### src/hw/ufetx_regs.svh
/*
 * constants of the usb function / transmit endpoint register block:
 * register indexes, field positions, reset values, encodings.
 * assumes it is included by its bare name from design and bench files.
 */
`ifndef UFETX_REGS_SVH
`define UFETX_REGS_SVH

// =====================================================================
// register indexes inside the core register file
`define UFETX_FADDR_BASE 8'hF0
`define UFETX_EPTX_BASE 8'hF0
`define UFETX_FNH_ADDR 8'hFE
`define UFETX_FNL_ADDR 8'hFF
`define UFETX_RST_VAL 8'h00

// =====================================================================
// function address fields
`define UFETX_FEN_BIT 7

// =====================================================================
// transmit endpoint fields
`define UFETX_CTR_BIT 7
`define UFETX_TOG_BIT 6
`define UFETX_STAT_HI 5
`define UFETX_STAT_LO 4
`define UFETX_PID_HI 3
`define UFETX_PID_LO 2
`define UFETX_CEP_BIT 1
`define UFETX_ISO_BIT 0

// =====================================================================
// frame number high fields
`define UFETX_LOST_HI 4
`define UFETX_LOST_LO 3

// =====================================================================
// token pid top bits
`define UFETX_PID_OUT 2'h0
`define UFETX_PID_IN 2'h2
`define UFETX_PID_SETUP 2'h3

`endif

### src/hw/ufetx_pkg.sv
/*
 * types shared by the usb function / transmit endpoint register block.
 * assumes ufetx_regs.svh for the numeric encodings.
 */
package ufetx_pkg;
  // endpoint status encoding
  typedef enum logic [1:0] {
    UFETX_ST_DISABLED = 2'h0,
    UFETX_ST_STALL = 2'h1,
    UFETX_ST_NAK = 2'h2,
    UFETX_ST_VALID = 2'h3
  } ufetx_stat_e;

  // handshake chosen for a token
  typedef enum logic [1:0] {
    UFETX_HS_NONE = 2'h0,
    UFETX_HS_STALL = 2'h1,
    UFETX_HS_NAK = 2'h2,
    UFETX_HS_GO = 2'h3
  } ufetx_hs_e;

  typedef logic [7:0] ufetx_byte_t;
endpackage : ufetx_pkg

### src/hw/ufetx_fifo.sv
/*
 * synchronous fifo with valid/ready on both sides.
 * assumes a single clock and synchronous active-low reset.
 */
`timescale 1ns/10ps
module ufetx_fifo #(
  parameter int WIDTH = 8,
  parameter int DEPTH = 16
) (
  input wire logic clk,
  input wire logic rst_n,
  input wire logic [WIDTH-1:0] in_data,
  input wire logic in_valid,
  output logic in_ready,
  output logic [WIDTH-1:0] out_data,
  output logic out_valid,
  input wire logic out_ready
);
  localparam int AW = $clog2(DEPTH);
  logic [WIDTH-1:0] mem [DEPTH];
  logic [AW-1:0] wr_ptr_reg;
  logic [AW-1:0] rd_ptr_reg;
  logic [AW:0] cnt_reg;
  logic [AW:0] cnt_next;
  logic push;
  logic pop;

  // =====================================================================
  // flags and handshakes
  assign cnt_next = cnt_reg + (AW+1)'(push) - (AW+1)'(pop);
  assign out_valid = (cnt_reg != '0);
  assign push = in_valid && in_ready;
  assign pop = out_valid && out_ready;
  assign out_data = mem[rd_ptr_reg];

  // storage
  always_ff @(posedge clk) begin
    if (push) begin
      mem[wr_ptr_reg] <= in_data;
    end
  end

  // pointers and fill count
  always_ff @(posedge clk) begin
    if (!rst_n) begin
      wr_ptr_reg <= '0;
      rd_ptr_reg <= '0;
      cnt_reg <= '0;
      in_ready <= 1'b0;
    end else begin
      if (push) begin
        wr_ptr_reg <= (wr_ptr_reg == AW'(DEPTH-1)) ? '0 : wr_ptr_reg + 1'b1;
      end
      if (pop) begin
        rd_ptr_reg <= (rd_ptr_reg == AW'(DEPTH-1)) ? '0 : rd_ptr_reg + 1'b1;
      end
      cnt_reg <= cnt_next;
      // ready means room after this edge, so a sender trusting it never overflows
      in_ready <= (cnt_next != (AW+1)'(DEPTH));
    end
  end
endmodule : ufetx_fifo

### src/hw/ufetx_top.sv
/*
 * usb function address, frame number and transmit endpoint registers,
 * plus a 16-word fifo in the transmit data path.
 * assumes the serial engine presents decoded token and transaction
 * events as one-cycle pulses on MCLK, and software reaches the
 * registers through the core register-file port (page select + index).
 */
`timescale 1ns/10ps
`include "ufetx_regs.svh"

// Overview of operation
// RULE1 - lost frame count increments on each missed frame, clears on frame received
// RULE2 - frame number bits 10:8 held in high frame register on frame event
// RULE3 - frame number bits 7:0 held in low frame register on frame event
// RULE4 - function address has enable in bit 7, address in 6:0
// RULE5 - function addresses clear on device reset, bus reset and forced reset
// RULE6 - endpoint registers clear on resets, flag survives a bus reset
// RULE7 - hardware sets transfer flag on successful transaction; software only clears
// RULE8 - no flag on nak, stall, protocol error or toggle mismatch
// RULE9 - flag set makes valid non-iso endpoint nak, setup ignored
// RULE10 - toggle picks data0/data1 and flips on host ack
// RULE11 - setup on control endpoint forces toggle to one
// RULE12 - iso endpoint toggle selects buffer, flips after each packet sent
// RULE13 - software initialises toggle before use on non-control endpoints
// RULE14 - status 00 disabled, 01 stall, 10 nak, 11 valid
// RULE15 - successful in or control setup sets status nak, iso unchanged
// RULE16 - captured pid field holds top two bits of last token
// RULE17 - captured pid frozen while transfer flag is set
// RULE18 - control endpoint with receive nak gives no answer to setup
// RULE19 - control endpoint with receive stall still accepts setup
// RULE20 - software uses only disabled or valid on iso endpoints
// RULE21 - iso toggle zero uses transmit buffer pair, one uses receive pair
// RULE22 - software never enables iso endpoint in both directions
// RULE23 - missed frame event flagged when expected frame absent
// RULE24 - receive status uses same encoding, consulted for setup handling
// RULE25 - writing one to transfer flag keeps it, zero clears it
module ufetx_top
  import ufetx_pkg::*;
#(
  parameter int FUNCS = 8,
  parameter int EPS = 8,
  parameter int FIFO_WIDTH = 8,
  parameter int FIFO_DEPTH = 16
) (
  input wire logic MCLK,
  input wire logic RST_N,
  input wire logic [1:0] REG_PAGE,
  input wire logic [7:0] REG_ADDR,
  input wire logic REG_WR,
  input wire logic REG_RD,
  input wire ufetx_pkg::ufetx_byte_t REG_WDATA,
  output ufetx_pkg::ufetx_byte_t REG_RDATA,
  input wire logic FORCED_INTERFACE_RESET,
  input wire logic BUS_RESET,
  input wire logic FRAME_RECEIVED,
  input wire logic [10:0] FRAME_INDEX,
  input wire logic EXPECTED_FRAME_MISSED,
  input wire logic TOKEN_VALID,
  input wire logic [1:0] TOKEN_PID,
  input wire logic [2:0] TOKEN_EP,
  input wire logic [1:0] RX_STATUS,
  input wire logic TX_SENT,
  input wire logic HOST_ACK,
  input wire logic XFER_ERROR,
  input wire logic SETUP_DONE,
  output ufetx_pkg::ufetx_hs_e HANDSHAKE,
  output logic HANDSHAKE_VALID,
  output logic DATA_PID_ONE,
  output logic ISO_USE_RX_PAIR,
  input wire logic [FIFO_WIDTH-1:0] TX_DATA,
  input wire logic TX_DATA_VALID,
  output logic TX_DATA_READY,
  output logic [FIFO_WIDTH-1:0] SIE_DATA,
  output logic SIE_DATA_VALID,
  input wire logic SIE_DATA_READY
);
  import ufetx_pkg::*;

  localparam logic [1:0] PAGE_EP = 2'h0;
  localparam logic [1:0] PAGE_FUNC = 2'h1;

  ufetx_byte_t faddr_reg [FUNCS];
  ufetx_byte_t ep_reg [EPS];
  logic [1:0] lost_frame_count_reg;
  logic [10:0] frame_index_reg;
  logic [2:0] cur_ep_reg;
  logic [1:0] cur_pid_reg;
  logic in_progress_reg;
  logic clr_resets;
  ufetx_hs_e hs_next;
  ufetx_byte_t rdata_next;
  ufetx_byte_t cur_ep;
  logic [FIFO_WIDTH-1:0] fifo_data;
  logic fifo_valid;
  logic fifo_ready;

  // register index decode, used by the write and read paths
  function automatic logic hit(input logic [7:0] a, input logic [7:0] base, input int n,
                               output int idx);
    idx = 0;
    hit = 1'b0;
    if (a >= base && int'(a - base) < n) begin
      idx = int'(a - base);
      hit = 1'b1;
    end
  endfunction : hit

  // =====================================================================
  // reset sources for addresses and endpoint registers
  assign clr_resets = BUS_RESET || FORCED_INTERFACE_RESET;
  assign cur_ep = ep_reg[TOKEN_EP];

  // =====================================================================
  // frame tracking
  always_ff @(posedge MCLK) begin
    if (!RST_N || clr_resets) begin
      lost_frame_count_reg <= 2'h0;
      frame_index_reg <= 11'h000;
    end else if (FRAME_RECEIVED) begin
      lost_frame_count_reg <= 2'h0; // RULE1
      frame_index_reg <= FRAME_INDEX; // RULE2 RULE3
    end else if (EXPECTED_FRAME_MISSED) begin
      lost_frame_count_reg <= lost_frame_count_reg + 2'h1; // RULE1 RULE23
    end
  end

  // =====================================================================
  // function address registers
  generate
    for (genvar f = 0; f < FUNCS; f++) begin : g_func
      always_ff @(posedge MCLK) begin
        int idx;
        idx = 0;
        if (!RST_N || clr_resets) begin
          faddr_reg[f] <= `UFETX_RST_VAL; // RULE5
        end else if (REG_WR && REG_PAGE == PAGE_FUNC &&
                     hit(REG_ADDR, `UFETX_FADDR_BASE, FUNCS, idx) && idx == f) begin
          faddr_reg[f] <= REG_WDATA; // RULE4
        end
      end
    end
  endgenerate

  // =====================================================================
  // handshake choice for a token addressed to an endpoint
  always_comb begin
    hs_next = UFETX_HS_GO;
    if (cur_ep[`UFETX_ISO_BIT]) begin
      hs_next = (cur_ep[`UFETX_STAT_HI:`UFETX_STAT_LO] == 2'h3) ? UFETX_HS_GO : UFETX_HS_NONE;
    end else if (TOKEN_PID == `UFETX_PID_SETUP) begin
      if (!cur_ep[`UFETX_CEP_BIT] || RX_STATUS == 2'h0) begin
        hs_next = UFETX_HS_NONE; // RULE24
      end else if (RX_STATUS == 2'h2) begin
        hs_next = UFETX_HS_NONE; // RULE18
      end else if (cur_ep[`UFETX_CTR_BIT]) begin
        hs_next = UFETX_HS_NONE; // RULE9
      end else begin
        hs_next = UFETX_HS_GO; // RULE19
      end
    end else begin
      case (ufetx_stat_e'(cur_ep[`UFETX_STAT_HI:`UFETX_STAT_LO])) // RULE14
        UFETX_ST_DISABLED: hs_next = UFETX_HS_NONE;
        UFETX_ST_STALL: hs_next = UFETX_HS_STALL;
        UFETX_ST_NAK: hs_next = UFETX_HS_NAK;
        UFETX_ST_VALID: hs_next = cur_ep[`UFETX_CTR_BIT] ? UFETX_HS_NAK : UFETX_HS_GO; // RULE9
        default: hs_next = UFETX_HS_NONE;
      endcase
    end
  end

  // =====================================================================
  // handshake outputs and current transaction tracking
  always_ff @(posedge MCLK) begin
    if (!RST_N || clr_resets) begin
      HANDSHAKE <= UFETX_HS_NONE;
      HANDSHAKE_VALID <= 1'b0;
      cur_ep_reg <= 3'h0;
      cur_pid_reg <= 2'h0;
      in_progress_reg <= 1'b0;
    end else begin
      HANDSHAKE_VALID <= TOKEN_VALID;
      if (TOKEN_VALID) begin
        HANDSHAKE <= hs_next;
        cur_ep_reg <= TOKEN_EP;
        cur_pid_reg <= TOKEN_PID;
        in_progress_reg <= (hs_next == UFETX_HS_GO);
      end else if (HOST_ACK || TX_SENT || SETUP_DONE || XFER_ERROR) begin
        in_progress_reg <= 1'b0;
      end
    end
  end

  // =====================================================================
  // transmit endpoint registers
  generate
    for (genvar e = 0; e < EPS; e++) begin : g_ep
      always_ff @(posedge MCLK) begin
        int idx;
        logic iso;
        logic ok;
        idx = 0;
        iso = ep_reg[e][`UFETX_ISO_BIT];
        ok = in_progress_reg && cur_ep_reg == 3'(e) && !XFER_ERROR; // RULE8
        // forced reset clears the whole register, a bus reset keeps the flag
        if (!RST_N || FORCED_INTERFACE_RESET) begin
          ep_reg[e] <= `UFETX_RST_VAL; // RULE6
        end else if (BUS_RESET) begin
          ep_reg[e] <= {ep_reg[e][`UFETX_CTR_BIT], 7'h00}; // RULE6
        end else begin
          if (REG_WR && REG_PAGE == PAGE_EP &&
              hit(REG_ADDR, `UFETX_EPTX_BASE, EPS, idx) && idx == e) begin
            ep_reg[e][`UFETX_TOG_BIT:`UFETX_STAT_LO] <= REG_WDATA[6:4]; // RULE13 RULE20
            ep_reg[e][1:0] <= REG_WDATA[1:0];
            if (!REG_WDATA[`UFETX_CTR_BIT]) begin
              ep_reg[e][`UFETX_CTR_BIT] <= 1'b0; // RULE25
            end
          end
          if (TOKEN_VALID && TOKEN_EP == 3'(e) && !ep_reg[e][`UFETX_CTR_BIT]) begin
            ep_reg[e][`UFETX_PID_HI:`UFETX_PID_LO] <= TOKEN_PID; // RULE16 RULE17
          end
          if (TOKEN_VALID && TOKEN_EP == 3'(e) && ep_reg[e][`UFETX_CEP_BIT] &&
              TOKEN_PID == `UFETX_PID_SETUP && hs_next == UFETX_HS_GO) begin
            ep_reg[e][`UFETX_TOG_BIT] <= 1'b1; // RULE11
          end
          if (ok && iso && TX_SENT) begin
            ep_reg[e][`UFETX_TOG_BIT] <= !ep_reg[e][`UFETX_TOG_BIT]; // RULE12
            ep_reg[e][`UFETX_CTR_BIT] <= 1'b1; // RULE7
          end
          if (ok && !iso && HOST_ACK && cur_pid_reg == `UFETX_PID_IN) begin
            ep_reg[e][`UFETX_TOG_BIT] <= !ep_reg[e][`UFETX_TOG_BIT]; // RULE10
            ep_reg[e][`UFETX_STAT_HI:`UFETX_STAT_LO] <= UFETX_ST_NAK; // RULE15
            ep_reg[e][`UFETX_CTR_BIT] <= 1'b1; // RULE7
          end
          if (ok && !iso && SETUP_DONE && cur_pid_reg == `UFETX_PID_SETUP) begin
            ep_reg[e][`UFETX_STAT_HI:`UFETX_STAT_LO] <= UFETX_ST_NAK; // RULE15
            ep_reg[e][`UFETX_CTR_BIT] <= 1'b1; // RULE7
          end
        end
      end
    end
  endgenerate

  // =====================================================================
  // data pid and iso buffer selection for the endpoint in use
  always_ff @(posedge MCLK) begin
    if (!RST_N) begin
      DATA_PID_ONE <= 1'b0;
      ISO_USE_RX_PAIR <= 1'b0;
    end else begin
      DATA_PID_ONE <= !ep_reg[cur_ep_reg][`UFETX_ISO_BIT] &&
                      ep_reg[cur_ep_reg][`UFETX_TOG_BIT]; // RULE10
      ISO_USE_RX_PAIR <= ep_reg[cur_ep_reg][`UFETX_ISO_BIT] &&
                         ep_reg[cur_ep_reg][`UFETX_TOG_BIT]; // RULE21
    end
  end

  // =====================================================================
  // register read path
  always_comb begin
    int idx;
    idx = 0;
    rdata_next = 8'h00;
    if (REG_PAGE == PAGE_EP && hit(REG_ADDR, `UFETX_EPTX_BASE, EPS, idx)) begin
      rdata_next = ep_reg[idx];
    end else if (REG_PAGE == PAGE_FUNC && hit(REG_ADDR, `UFETX_FADDR_BASE, FUNCS, idx)) begin
      rdata_next = faddr_reg[idx];
    end else if (REG_PAGE == PAGE_FUNC && REG_ADDR == `UFETX_FNH_ADDR) begin
      rdata_next = {3'h0, lost_frame_count_reg, frame_index_reg[10:8]};
    end else if (REG_PAGE == PAGE_FUNC && REG_ADDR == `UFETX_FNL_ADDR) begin
      rdata_next = frame_index_reg[7:0];
    end
  end

  always_ff @(posedge MCLK) begin
    if (!RST_N) begin
      REG_RDATA <= 8'h00;
    end else if (REG_RD) begin
      REG_RDATA <= rdata_next;
    end
  end

  // =====================================================================
  // transmit data fifo, output side registered
  ufetx_fifo #(.WIDTH(FIFO_WIDTH), .DEPTH(FIFO_DEPTH)) u_fifo (
    .clk(MCLK),
    .rst_n(RST_N),
    .in_data(TX_DATA),
    .in_valid(TX_DATA_VALID),
    .in_ready(fifo_ready),
    .out_data(fifo_data),
    .out_valid(fifo_valid),
    .out_ready(!SIE_DATA_VALID || SIE_DATA_READY)
  );

  // input ready is a flop inside the fifo that already means room next cycle
  assign TX_DATA_READY = fifo_ready;

  always_ff @(posedge MCLK) begin
    if (!RST_N) begin
      SIE_DATA_VALID <= 1'b0;
      SIE_DATA <= '0;
    end else begin
      if (!SIE_DATA_VALID || SIE_DATA_READY) begin
        SIE_DATA_VALID <= fifo_valid;
        SIE_DATA <= fifo_data;
      end
    end
  end
endmodule : ufetx_top

### config.mk
export PLATFORM = sky130hd
export DESIGN_NAME = ufetx_top
export DESIGN_NICKNAME = d
export VERILOG_FILES = /design/src/hw/ufetx_pkg.sv /design/src/hw/ufetx_fifo.sv /design/src/hw/ufetx_top.sv
export VERILOG_INCLUDE_DIRS = /design/src /design/src/hw
export SDC_FILE = /design/constraint.sdc
export NUM_CORES = 1
export LEC_CHECK = 0
export BUFFER_PORTS_ARGS = -buffer_cell sky130_fd_sc_hd__clkbuf_2
export CAP_MARGIN = 20
export CORE_UTILIZATION = 46
export CTS_CLUSTER_SIZE = 8
export DETAILED_ROUTE_END_ITERATION = 10
export GPL_TIMING_DRIVEN = 0
export PLACE_DENSITY = 0.71
export SLEW_MARGIN = 40
export SYNTH_ARGS = -nofsm -noshare
export SYNTH_HDL_FRONTEND = slang
export SYNTH_HIERARCHICAL = 1
export SYNTH_SLANG_ARGS = --single-unit
### constraint.sdc
create_clock -name MCLK -period 7.7 [get_ports MCLK]
set_input_delay 0.385 -clock MCLK [delete_from_list [all_inputs] [get_ports MCLK]]
set_output_delay 0.385 -clock MCLK [all_outputs]
set_load 0.005 [all_outputs]
==> summary.txt, run 1 <==
Layout
  • Diodes inserted: 0
  • Synth-to-layout area growth: 15.3%
  • Layout cells sized above 1: 0.181
  • Max FFs per register: 128
  • Fin cells: 1821
  • Layout Nets: 1416

Placement
  • DP Cell Count: 1738
  • Worst slack, placed: about 4.3 ns
  • Placer Congestion: about 0.94
  • PortBufs: 76
  • HPWL after DPL: 30600 um

Floorplanning
  • Die Height: 184 um
  • Row cnt: 66
  • Die Area: between 30000 and 40000 um^2
  • Ports: 82
  • Initial Utilization: 0.470
  • Die W: 184 um
  • Core area: 32600 um^2

Logic synthesis
  • Top FF cell, synth: edfxtp_1
  • Cell taking the most area after synthesis: edfxtp_1
  • Post-synth top area share: 0.502
  • Post-synth ARST share: 0
  • Cell variety after synth: 78
  • Syn. warnings: 6
  • Area contributors post-synth: edfxtp_1 (50%), dfxtp_1 (8.1%), mux4_2 (6.6%)
  • Syn_nets: 1293
  • Most frequent cells after synthesis: edfxtp_1 (256), nand2_1 (119), and2_1 (86)
  • Synth Cell Area: 15300 um^2
  • Flops & latches, synth: around 320
  • Number of flops mapped to enable cells by yosys: roughly 260
  • Cells after Synth: 1220
  • Post-synthesis sequential area ratio: 0.583
  • Dominant cell by count in the synthesized netlist: edfxtp_1
  • Syn Area/Cell: 12.6 um^2

Clocking
  • Skew-Pair Late Insertion Delay: 0.56 ns
  • Clock-pin slew on the worst setup and hold paths: approximately 0.05 ns
  • Post_cts resized: 0
  • CTS buffer count: 45
  • CTS tree: yes
  • CTS max path bufs: 3
  • Setup Buffers After CTS: 0
  • CTS sink cnt: 318
  • Clock Root Buffer: clkbuf_16
  • Max H-tree Level: 2
  • Hold_buf cts: 0

STA
  • Worst-case clock skew: 0.0237 ns
  • Min Clock Period, post-route: between 3 and 4 ns
  • Fin. max-slew vios: 0
  • Max Fclk: 306 MHz
  • Fin crit share: 0.424
  • Hold Slack: around 0.073 ns
  • Fin. Hold Viols: 0
  • Final setup viols: 0
  • Relative slew slack: 0.462
  • Setup tns final: 0 ns
  • Final worst slack: between 4 and 5 ns
  • RSZ-0062 raised after global routing: false
  • Worst Tran Pin Value: 0.800 ns

Setup path
  • WP data required: 8.11 ns
  • Worst-path fanout max: 12
  • R2R setup slack: approximately 4.4 ns
  • CP Launch Type: flop
  • CP Data Arrival Time: 3.68 ns
  • CP endpoint kind: flop
  • Setup CP Type: flop to flop

Route
  • Post-DR wirelength/cell: 24.0 um
  • Detail Route Antenna Nets: 0
  • WL final: between 40000 and 50000 um
  • Initial DRT Pass Iterations: 7
  • Initial drt markers: 1489
  • DR DRC count: 0
  • Vias: 11300
  • Vias per cell: 6.20

Power
  • Peak supply drop: ~0.17 mV
  • Power per cell area: around 260 nW/um^2
  • Total power: 4.59 mW
  • Pleak: roughly 6.5 nW

Run
  • MaxCap Viol Count: 0

Worst hold path
  • Class of the worst hold path: input pin to flop

Global routing
  • Vias in the first global route: 11000
  • Total gr overflow: 0
  • Gr usage total: 0.260
  • Initial antenna violation count: 0
  • Largest net degree at the start of global routing: 17
  • First-pass GRT wire length: 65100 um

Run status
  • Status: finished, final reports clean
==> placed cells by master, fill, tap and decap left out, drive strengths merged, types with 4 or more instances in the layout <==
cell type  netlist  layout
dfxtp           62      62
nand2b          14      14
xnor2            4       4
clkbuf          42     198
nand2          119     119
o21ai           51      51
mux2i           26      26
and2            87      87
inv             20      21
nor3            59      59
and3            28      28
nor2b           19      19
buf             28      28
nand4           16      16
clkinv           2       4
a22oi           24      24
a211oi           4       4
nor4            12      12
edfxtp         256     256
or3              6       6
o31ai            9       9
a31oi           12      12
mux2            22      22
nand3           20      20
nor2            80      80
mux4            59      59
a21oi           42      42
a21boi           9       9
o211ai           7       7
ha              13      13
xor2             4       4
o221ai           5       5
==> cell families after synthesis <==
| kind of cell | after synthesis | synth area share |
|---|---|---|
| simple gates | 485 | 0.163 |
| flops | 318 | 0.583 |
| compound gates | 193 | 0.0845 |
| mux | 107 | 0.124 |
| buf+inv | 95 | 0.0292 |
| fa+ha+maj | 14 | 0.0119 |
| xor+xnor | 8 | 0.00457 |
==> path summary, 6_finish.rpt <==
kind,start,end,depth (start not counted)
worst max register to register,SIE_DATA_VALID,u_fifo/in_ready,14
worst min register to register,SIE_DATA[0],SIE_DATA[0],2
worst min-delay path,FRAME_INDEX[3],frame_index_reg[3],3
worst max-delay path,SIE_DATA_VALID,u_fifo/in_ready,14
==> where the power goes <==
part / total (mW) / switching [mW] / internal, mW
logic: 0.727 / 0.402 / 0.325
clock network: 1.87 / 0.757 / 1.12
registers: 1.99 / 0.0543 / 1.93
total: 4.59 / 1.21 / 3.38
==> final cells by class <==
class                      instances  area [um^2]
fill                            2725        15000
sequential                       318         8930
multi-input combinational        807         6010
clock buffer                      80         1270
tap                              442          553
timing repair buffer              76          380
buffer                            73          364
inverter                          22         82.6
clock inverter                     3         80.1
==> layer usage <==
metal | global-route usage | vias up | wire (um)
li1 | - | 4903 | -
met1 | 0.333 | 5542 | 16800
met2 | 0.433 | 702 | 20900
met4 | 0.109 | 0 | 1770
met5 | 0 | - | 0
met3 | 0.0468 | 135 | 4240
==> per-stage QoR <==
stage / instance area (um^2) / utilization
6_report: 17700 / 0.542
5_1_grt: 17700 / 0.542
3_3_place_gp: 16300 / 0.498
2_1_floorplan: 15300 / -
4_1_cts: 17600 / 0.540
3_5_place_dp: 16300 / 0.499
==> critical path, stage by stage, from the launching register on <==
cell	delay (ns)
dfxtp_1	0.32
nor2b_1	0.13
clkbuf_1	0.36
clkinv_1	0.42
nand2_1	0.27
inv_1	0.07
ha_1	0.29
inv_1	0.06
ha_1	0.15
inv_1	0.06
fa_1	0.41
nand2b_1	0.16
a21oi_1	0.15
xnor2_1	0.15
a31oi_1	0.11
Note: power is estimated with default switching activity, not from simulation.
==> inputs of run 2 (changes only) <==
--- a/config.mk
+++ b/config.mk
@@ -6,13 +6,14 @@
 export SDC_FILE = /design/constraint.sdc
 export NUM_CORES = 1
 export LEC_CHECK = 0
+export ABC_AREA = 1
 export BUFFER_PORTS_ARGS = -buffer_cell sky130_fd_sc_hd__clkbuf_2
 export CAP_MARGIN = 20
 export CORE_UTILIZATION = 46
 export CTS_CLUSTER_SIZE = 8
 export DETAILED_ROUTE_END_ITERATION = 10
 export GPL_TIMING_DRIVEN = 0
-export PLACE_DENSITY = 0.71
+export PLACE_DENSITY = 0.73
 export SLEW_MARGIN = 40
 export SYNTH_ARGS = -nofsm -noshare
 export SYNTH_HDL_FRONTEND = slang
==> constraint.sdc (replaced) <==
create_clock -name MCLK -period 3 [get_ports MCLK]
set_input_delay 0.15 -clock MCLK [delete_from_list [all_inputs] [get_ports MCLK]]
set_output_delay 0.15 -clock MCLK [all_outputs]
set_load 0.005 [all_outputs]
==> summary.txt, run 2 <==
Run
  • MaxCap Viol Count: 0

Floorplanning
  • Ports: 82
  • Initial Utilization: 0.472
  • Die W: 188 um
  • Core area: 33900 um^2
  • Row cnt: 67
  • Die Height: 188 um
  • Die Area: 35500 um^2

Logic synthesis
  • Dominant cell by count in the synthesized netlist: nand2_1
  • Post-synth top area share: 0.481
  • Syn_nets: 1968
  • Post-synthesis sequential area ratio: 0.558
  • Syn. warnings: 6
  • Cell taking the most area after synthesis: edfxtp_1
  • Most frequent cells after synthesis: nand2_1 (494), nor2_1 (333), edfxtp_1 (256)
  • Synth Cell Area: 16000 um^2
  • Syn Area/Cell: 8.44 um^2
  • Top FF cell, synth: edfxtp_1
  • Number of flops mapped to enable cells by yosys: 256
  • Cells after Synth: ~1900
  • Flops & latches, synth: about 320
  • Post-synth ARST share: 0
  • Cell variety after synth: 45
  • Area contributors post-synth: edfxtp_1 (48%), nand2_1 (12%), nor2_1 (7.8%)

Layout
  • Synth-to-layout area growth: 14.9%
  • Max FFs per register: 128
  • Final Core Density: 0.542
  • Leading cell type in the layout, fill and taps excluded: nand2_1
  • Diodes inserted: 0
  • Most frequent cells in the layout: nand2_1 (494), nor2_1 (329), edfxtp_1 (256)
  • Layout Nets: between 2000 and 2500
  • Layout cells sized above 1: 0.115

Route
  • Post-DR wirelength/cell: 19.2 um
  • Vias: around 14000
  • DR DRC count: 0
  • Metal2 WL: 23000 um
  • Detail Route Antenna Nets: 0
  • Vias per cell: 5.47
  • Met3 Routed Length: 4240 um
  • Top sig layer: met4
  • Initial DRT Pass Iterations: 7
  • WL met1: 18500 um
  • Initial drt markers: 1409
  • WL final: 48000 um

Clocking
  • CTS buffer count: 45
  • Clock-pin slew on the worst setup and hold paths: 0.05 ns
  • Skew-Pair Late Insertion Delay: roughly 0.53 ns
  • Max H-tree Level: 2
  • CTS max path bufs: 3
  • CTS sink cnt: 318
  • Clock Root Buffer: clkbuf_16
  • CTS tree: yes

Setup path
  • WP data required: between 3 and 4 ns
  • Setup CP Type: flop to flop
  • Worst path cell trace: inv_1 > nor2_4 > inv_4 > nand2_1 > inv_1 > ha_1 > inv_1 > ha_1 > inv_1 > fa_1 > inv_1 > nand3_1 > nand3_1 > nand2_1 > nor2_1 > nor2_1
  • CP Data Arrival Time: 3.13 ns
  • Worst-path fanout max: 12
  • CP Launch Type: flop
  • Worst path max stage delay: 0.42 ns
  • Highest-delay cell along the critical path: fa_1
  • CP endpoint kind: flop
  • Most frequent CP cell: inv_1

Global routing
  • Initial antenna violation count: 0
  • First-pass GRT wire length: 73200 um
  • Total gr overflow: 0
  • Vias in the first global route: 13100
  • Largest net degree at the start of global routing: 17
  • Gr usage total: 0.268

STA
  • RSZ-0062 raised after global routing: false
  • Setup tns final: 0 ns
  • Fin. Hold Viols: 0
  • Fin. max-slew vios: 0
  • Fin crit share: 0.905
  • Relative slew slack: 0.377
  • Worst Tran Pin Value: ~0.93 ns
  • Min Clock Period, post-route: 2.71 ns
  • Final setup viols: 0
  • Worst-case clock skew: around 0.014 ns
  • Max Fclk: 368 MHz

Placement
  • Placer Congestion: 0.993
  • PortBufs: 75
  • HPWL after DPL: around 34000 um

Power
  • Pleak: 7.85 nW
  • Peak supply drop: 0.457 mV
  • Power per cell area: 662 nW/um^2

Run status
  • Status: finished, final reports clean

Worst hold path
  • Class of the worst hold path: input pin to flop
==> run 2: cell count changes in the layout (fill, tap and decap cells not counted), sizes merged, moves of 28 or more <==
cell,previous run,this run
and2,87,0
inv,21,231
clkbuf,198,170
nand3,20,181
nor2,80,353
nand2,119,503
mux4,59,0
nor3,59,11
o21ai,51,82
==> run 2: path summary, 6_finish.rpt <==
check / cells past startpoint / from / endpoint / slack (ns)
setup / recovery: 16 / SIE_DATA_VALID / u_fifo/in_ready / 0.29
hold / removal: 3 / TOKEN_EP[1] / cur_ep_reg[1] / 0.005
setup reg to reg: 16 / SIE_DATA_VALID / u_fifo/in_ready / 0.29
hold reg to reg: 2 / frame_index_reg[3] / frame_index_reg[3] / 0.46
==> run 2: layout make-up <==
cell class,count,area [um^2]
fill,3081,15500
sequential,318,8930
multi-input combinational,1269,5780
clock buffer,70,1240
inverter,236,896
tap,448,561
timing repair buffer,92,546
buffer,72,409
clock inverter,1,16.3
==> run 2: logic make-up after synthesis <==
family | synth area share
flip-flops | 0.558
AND/OR/NAND/NOR | 0.293
buffers and inverters | 0.0815
adder cells (fa/ha/maj) | 0.0114
XOR/XNOR | 0.00110
AO/OA/AOI/OAI | 0.0548
==> run 2: what timing repair did <==
item	in CTS	in global routing
gates resized for setup	3	1
hold buffers	17	0
setup endpoints to repair	4	2
setup buffers	0	0
endpoints found under the hold margin	17	0
==> run 2: where the power goes <==
part           switching, mW  total (mW)  internal [mW]
logic                   1.63        2.43          0.800
clock network           1.83        4.62           2.80
registers              0.133        5.12           4.98
==> run 2: through the flow <==
stage / power (mW) / setup WS (ns) / std cells / instance area (um^2) / hold WS [ns]
2_1_floorplan: 6.78 / 0.278 / 1895 / 16000 / 0.248
3_3_place_gp: 7.49 / -0.266 / 2418 / 16900 / 0.396
3_5_place_dp: 7.57 / -0.415 / 2418 / 16900 / 0.406
4_1_cts: 12.2 / 0.114 / 2506 / 18400 / 0.00505
5_1_grt: 12.7 / 0.0232 / 2506 / 18400 / 0.0183
6_report: 12.2 / 0.286 / 2506 / 18400 / 0.00525
==> run 2: worst max-delay path, delay by kind of cell (launching register included) <==
kind | cells | cell delay (ns)
simple gates | 7 | 0.78
buf+inv | 6 | 0.53
flops | 1 | 0.40
fa+ha+maj | 3 | 0.89
==> run 2: routing by layer <==
layer  vias to the layer above  global-route usage
met5                         -                   0
met4                         0               0.125
met1                      6314               0.336
met3                       173              0.0410
met2                       751               0.453
li1                       6463                   -
==> inputs of run 3 (changes only) <==
--- a/config.mk
+++ b/config.mk
@@ -9,11 +9,11 @@
 export ABC_AREA = 1
 export BUFFER_PORTS_ARGS = -buffer_cell sky130_fd_sc_hd__clkbuf_2
 export CAP_MARGIN = 20
-export CORE_UTILIZATION = 46
+export CORE_UTILIZATION = 40
 export CTS_CLUSTER_SIZE = 8
 export DETAILED_ROUTE_END_ITERATION = 10
 export GPL_TIMING_DRIVEN = 0
-export PLACE_DENSITY = 0.73
+export PLACE_DENSITY = 0.66
 export SLEW_MARGIN = 40
 export SYNTH_ARGS = -nofsm -noshare
 export SYNTH_HDL_FRONTEND = slang
==> summary.txt, run 3 (synthesized netlist as in run 2, its figures left out) <==
Setup path
  • CP Launch Type: flop
  • CP Data Arrival Time: 3.14 ns
  • CP endpoint kind: flop
  • Setup CP Type: flop to flop
  • End of the worst register-to-register path: u_fifo/in_ready
  • Worst-path fanout max: 12
  • R2R depth: 15
  • R2R setup slack: 0.29 ns
  • Worst R2R Start: SIE_DATA_VALID
  • WP data required: between 3 and 4 ns

Route
  • Initial drt markers: 1133
  • Initial DRT Pass Iterations: 5
  • Vias per cell: 5.25
  • Vias: 13600
  • Detail Route Antenna Nets: 0
  • WL final: around 48000 um
  • Post-DR wirelength/cell: 18.5 um
  • DR DRC count: 0

Clocking
  • CTS max path bufs: 3
  • CTS sink cnt: 318
  • Clock-pin slew on the worst setup and hold paths: 0.05 ns
  • Max H-tree Level: 2
  • CTS tree: yes
  • Skew-Pair Late Insertion Delay: 0.57 ns
  • CTS buffer count: 46
  • Clock Root Buffer: clkbuf_16

Placement
  • HPWL after DPL: 34400 um
  • Placed instance area: 17000 um^2
  • Placer Congestion: 1.03
  • PortBufs: between 70 and 80
  • Worst slack, placed: -0.548 ns
  • DP Cell Count: 2488

Run status
  • Status: finished, final reports clean

STA
  • Final setup viols: 0
  • Worst-case clock skew: around 0.017 ns
  • Fin. Hold Viols: 0
  • Max Fclk: 369 MHz
  • Min Clock Period, post-route: 2.71 ns
  • RSZ-0062 raised after global routing: false
  • Relative slew slack: 0.418
  • Final worst slack: between 0.2 and 0.3 ns
  • Fin crit share: 0.903
  • Setup tns final: 0 ns
  • Fin. max-slew vios: 0
  • Worst Tran Pin Value: 0.869 ns

Power
  • Power per cell area: about 670 nW/um^2
  • Pleak: ~7.9 nW
  • Peak supply drop: around 0.41 mV

Layout
  • Fin cells: 2596
  • Layout cells sized above 1: 0.116
  • Leading cell type in the layout, fill and taps excluded: nand2_1
  • Final Core Density: 0.477
  • Synth-to-layout area growth: 16.4%
  • Max FFs per register: 128
  • Most frequent cells in the layout: nand2_1 (494), nor2_1 (330), edfxtp_1 (256)
  • Layout Nets: 2114
  • Final Instance Area: 18600 um^2
  • Diodes inserted: 0

Worst hold path
  • Class of the worst hold path: input pin to flop
  • Hold EP: faddr_reg[2][2]
  • HP Start: REG_WDATA[2]
  • Hold depth: 3

Floorplanning
  • Die Area: 40800 um^2
  • Initial Utilization: 0.410
  • Die Height: around 200 um
  • Ports: between 80 and 90
  • Die W: roughly 200 um
  • Core area: 39000 um^2
  • Row cnt: ~70

Global routing
  • Largest net degree at the start of global routing: 17
  • Gr usage total: 0.239
  • First-pass GRT wire length: roughly 74000 um
  • Vias in the first global route: 13500
  • Total gr overflow: 0
  • Initial antenna violation count: 0

Run
  • MaxCap Viol Count: 0
run 3: power by group:
| group | switching (mW) | internal (mW) |
|---|---|---|
| sequential | 0.126 | 4.98 |
| combinational | 1.69 | 0.807 |
| clock | 1.92 | 2.97 |
| total | 3.74 | 8.76 |
run 3: worst max path at each step:
stage	cells after the start	slack, ns	endpoint	start
after global placement	15	-0.45	u_fifo/in_ready	SIE_DATA_VALID
after CTS	15	0.13	u_fifo/in_ready	SIE_DATA_VALID
final	15	0.29	u_fifo/in_ready	SIE_DATA_VALID
after detailed placement	16	-0.55	u_fifo/in_ready	SIE_DATA_VALID
after floorplan	15	0.28	u_fifo/in_ready	SIE_DATA_VALID
after global routing	16	0.1	u_fifo/in_ready	SIE_DATA_VALID
run 3: cell type report:
type | count | area [um^2]
inverter | 236 | 896
clock inverter | 3 | 35.0
timing repair buffer | 98 | 603
sequential | 318 | 8930
tap | 518 | 648
fill | 3668 | 20400
clock buffer | 82 | 1330
buffer | 72 | 409
multi-input combinational | 1269 | 5770
run 3: worst max-delay path, cell delays in order (launching register included):
cell     delay, ns
dfxtp_1       0.34
inv_1         0.07
nor2_4        0.26
inv_4         0.14
nand2_1       0.16
inv_1         0.10
ha_1          0.29
inv_1         0.06
ha_1          0.16
inv_1         0.06
fa_1          0.54
nand2_1       0.07
nor2_1        0.10
nand3_1       0.08
nor2_1        0.09
nor2_1        0.05
run 3: timing repair:
item / 4_1_cts / 5_1_grt
gates resized for setup: 3 / 1
setup buffers: 0 / 0
setup endpoints to repair: 4 / 1
hold buffers: 22 / 0
endpoints found under the hold margin: 31 / 0
run 3: routing by layer:
metal | part of all wire | vias to the layer above | track usage
li1 | - | 6481 | -
met1 | 0.38 | 6359 | 0.276
met2 | 0.49 | 601 | 0.418
met3 | 0.071 | 183 | 0.0418
met4 | 0.056 | 0 | 0.136
met5 | 0 | - | 0
run 3: through the flow:
| stage | power [mW] | hold WS (ns) |
|---|---|---|
| final | 12.5 | 0.0397 |
| after global routing | 13.1 | 0.0331 |
| after CTS | 12.5 | 0.00853 |
| after detailed placement | 7.60 | 0.410 |
| after global placement | 7.54 | 0.398 |
| after floorplan | 6.78 | 0.248 |
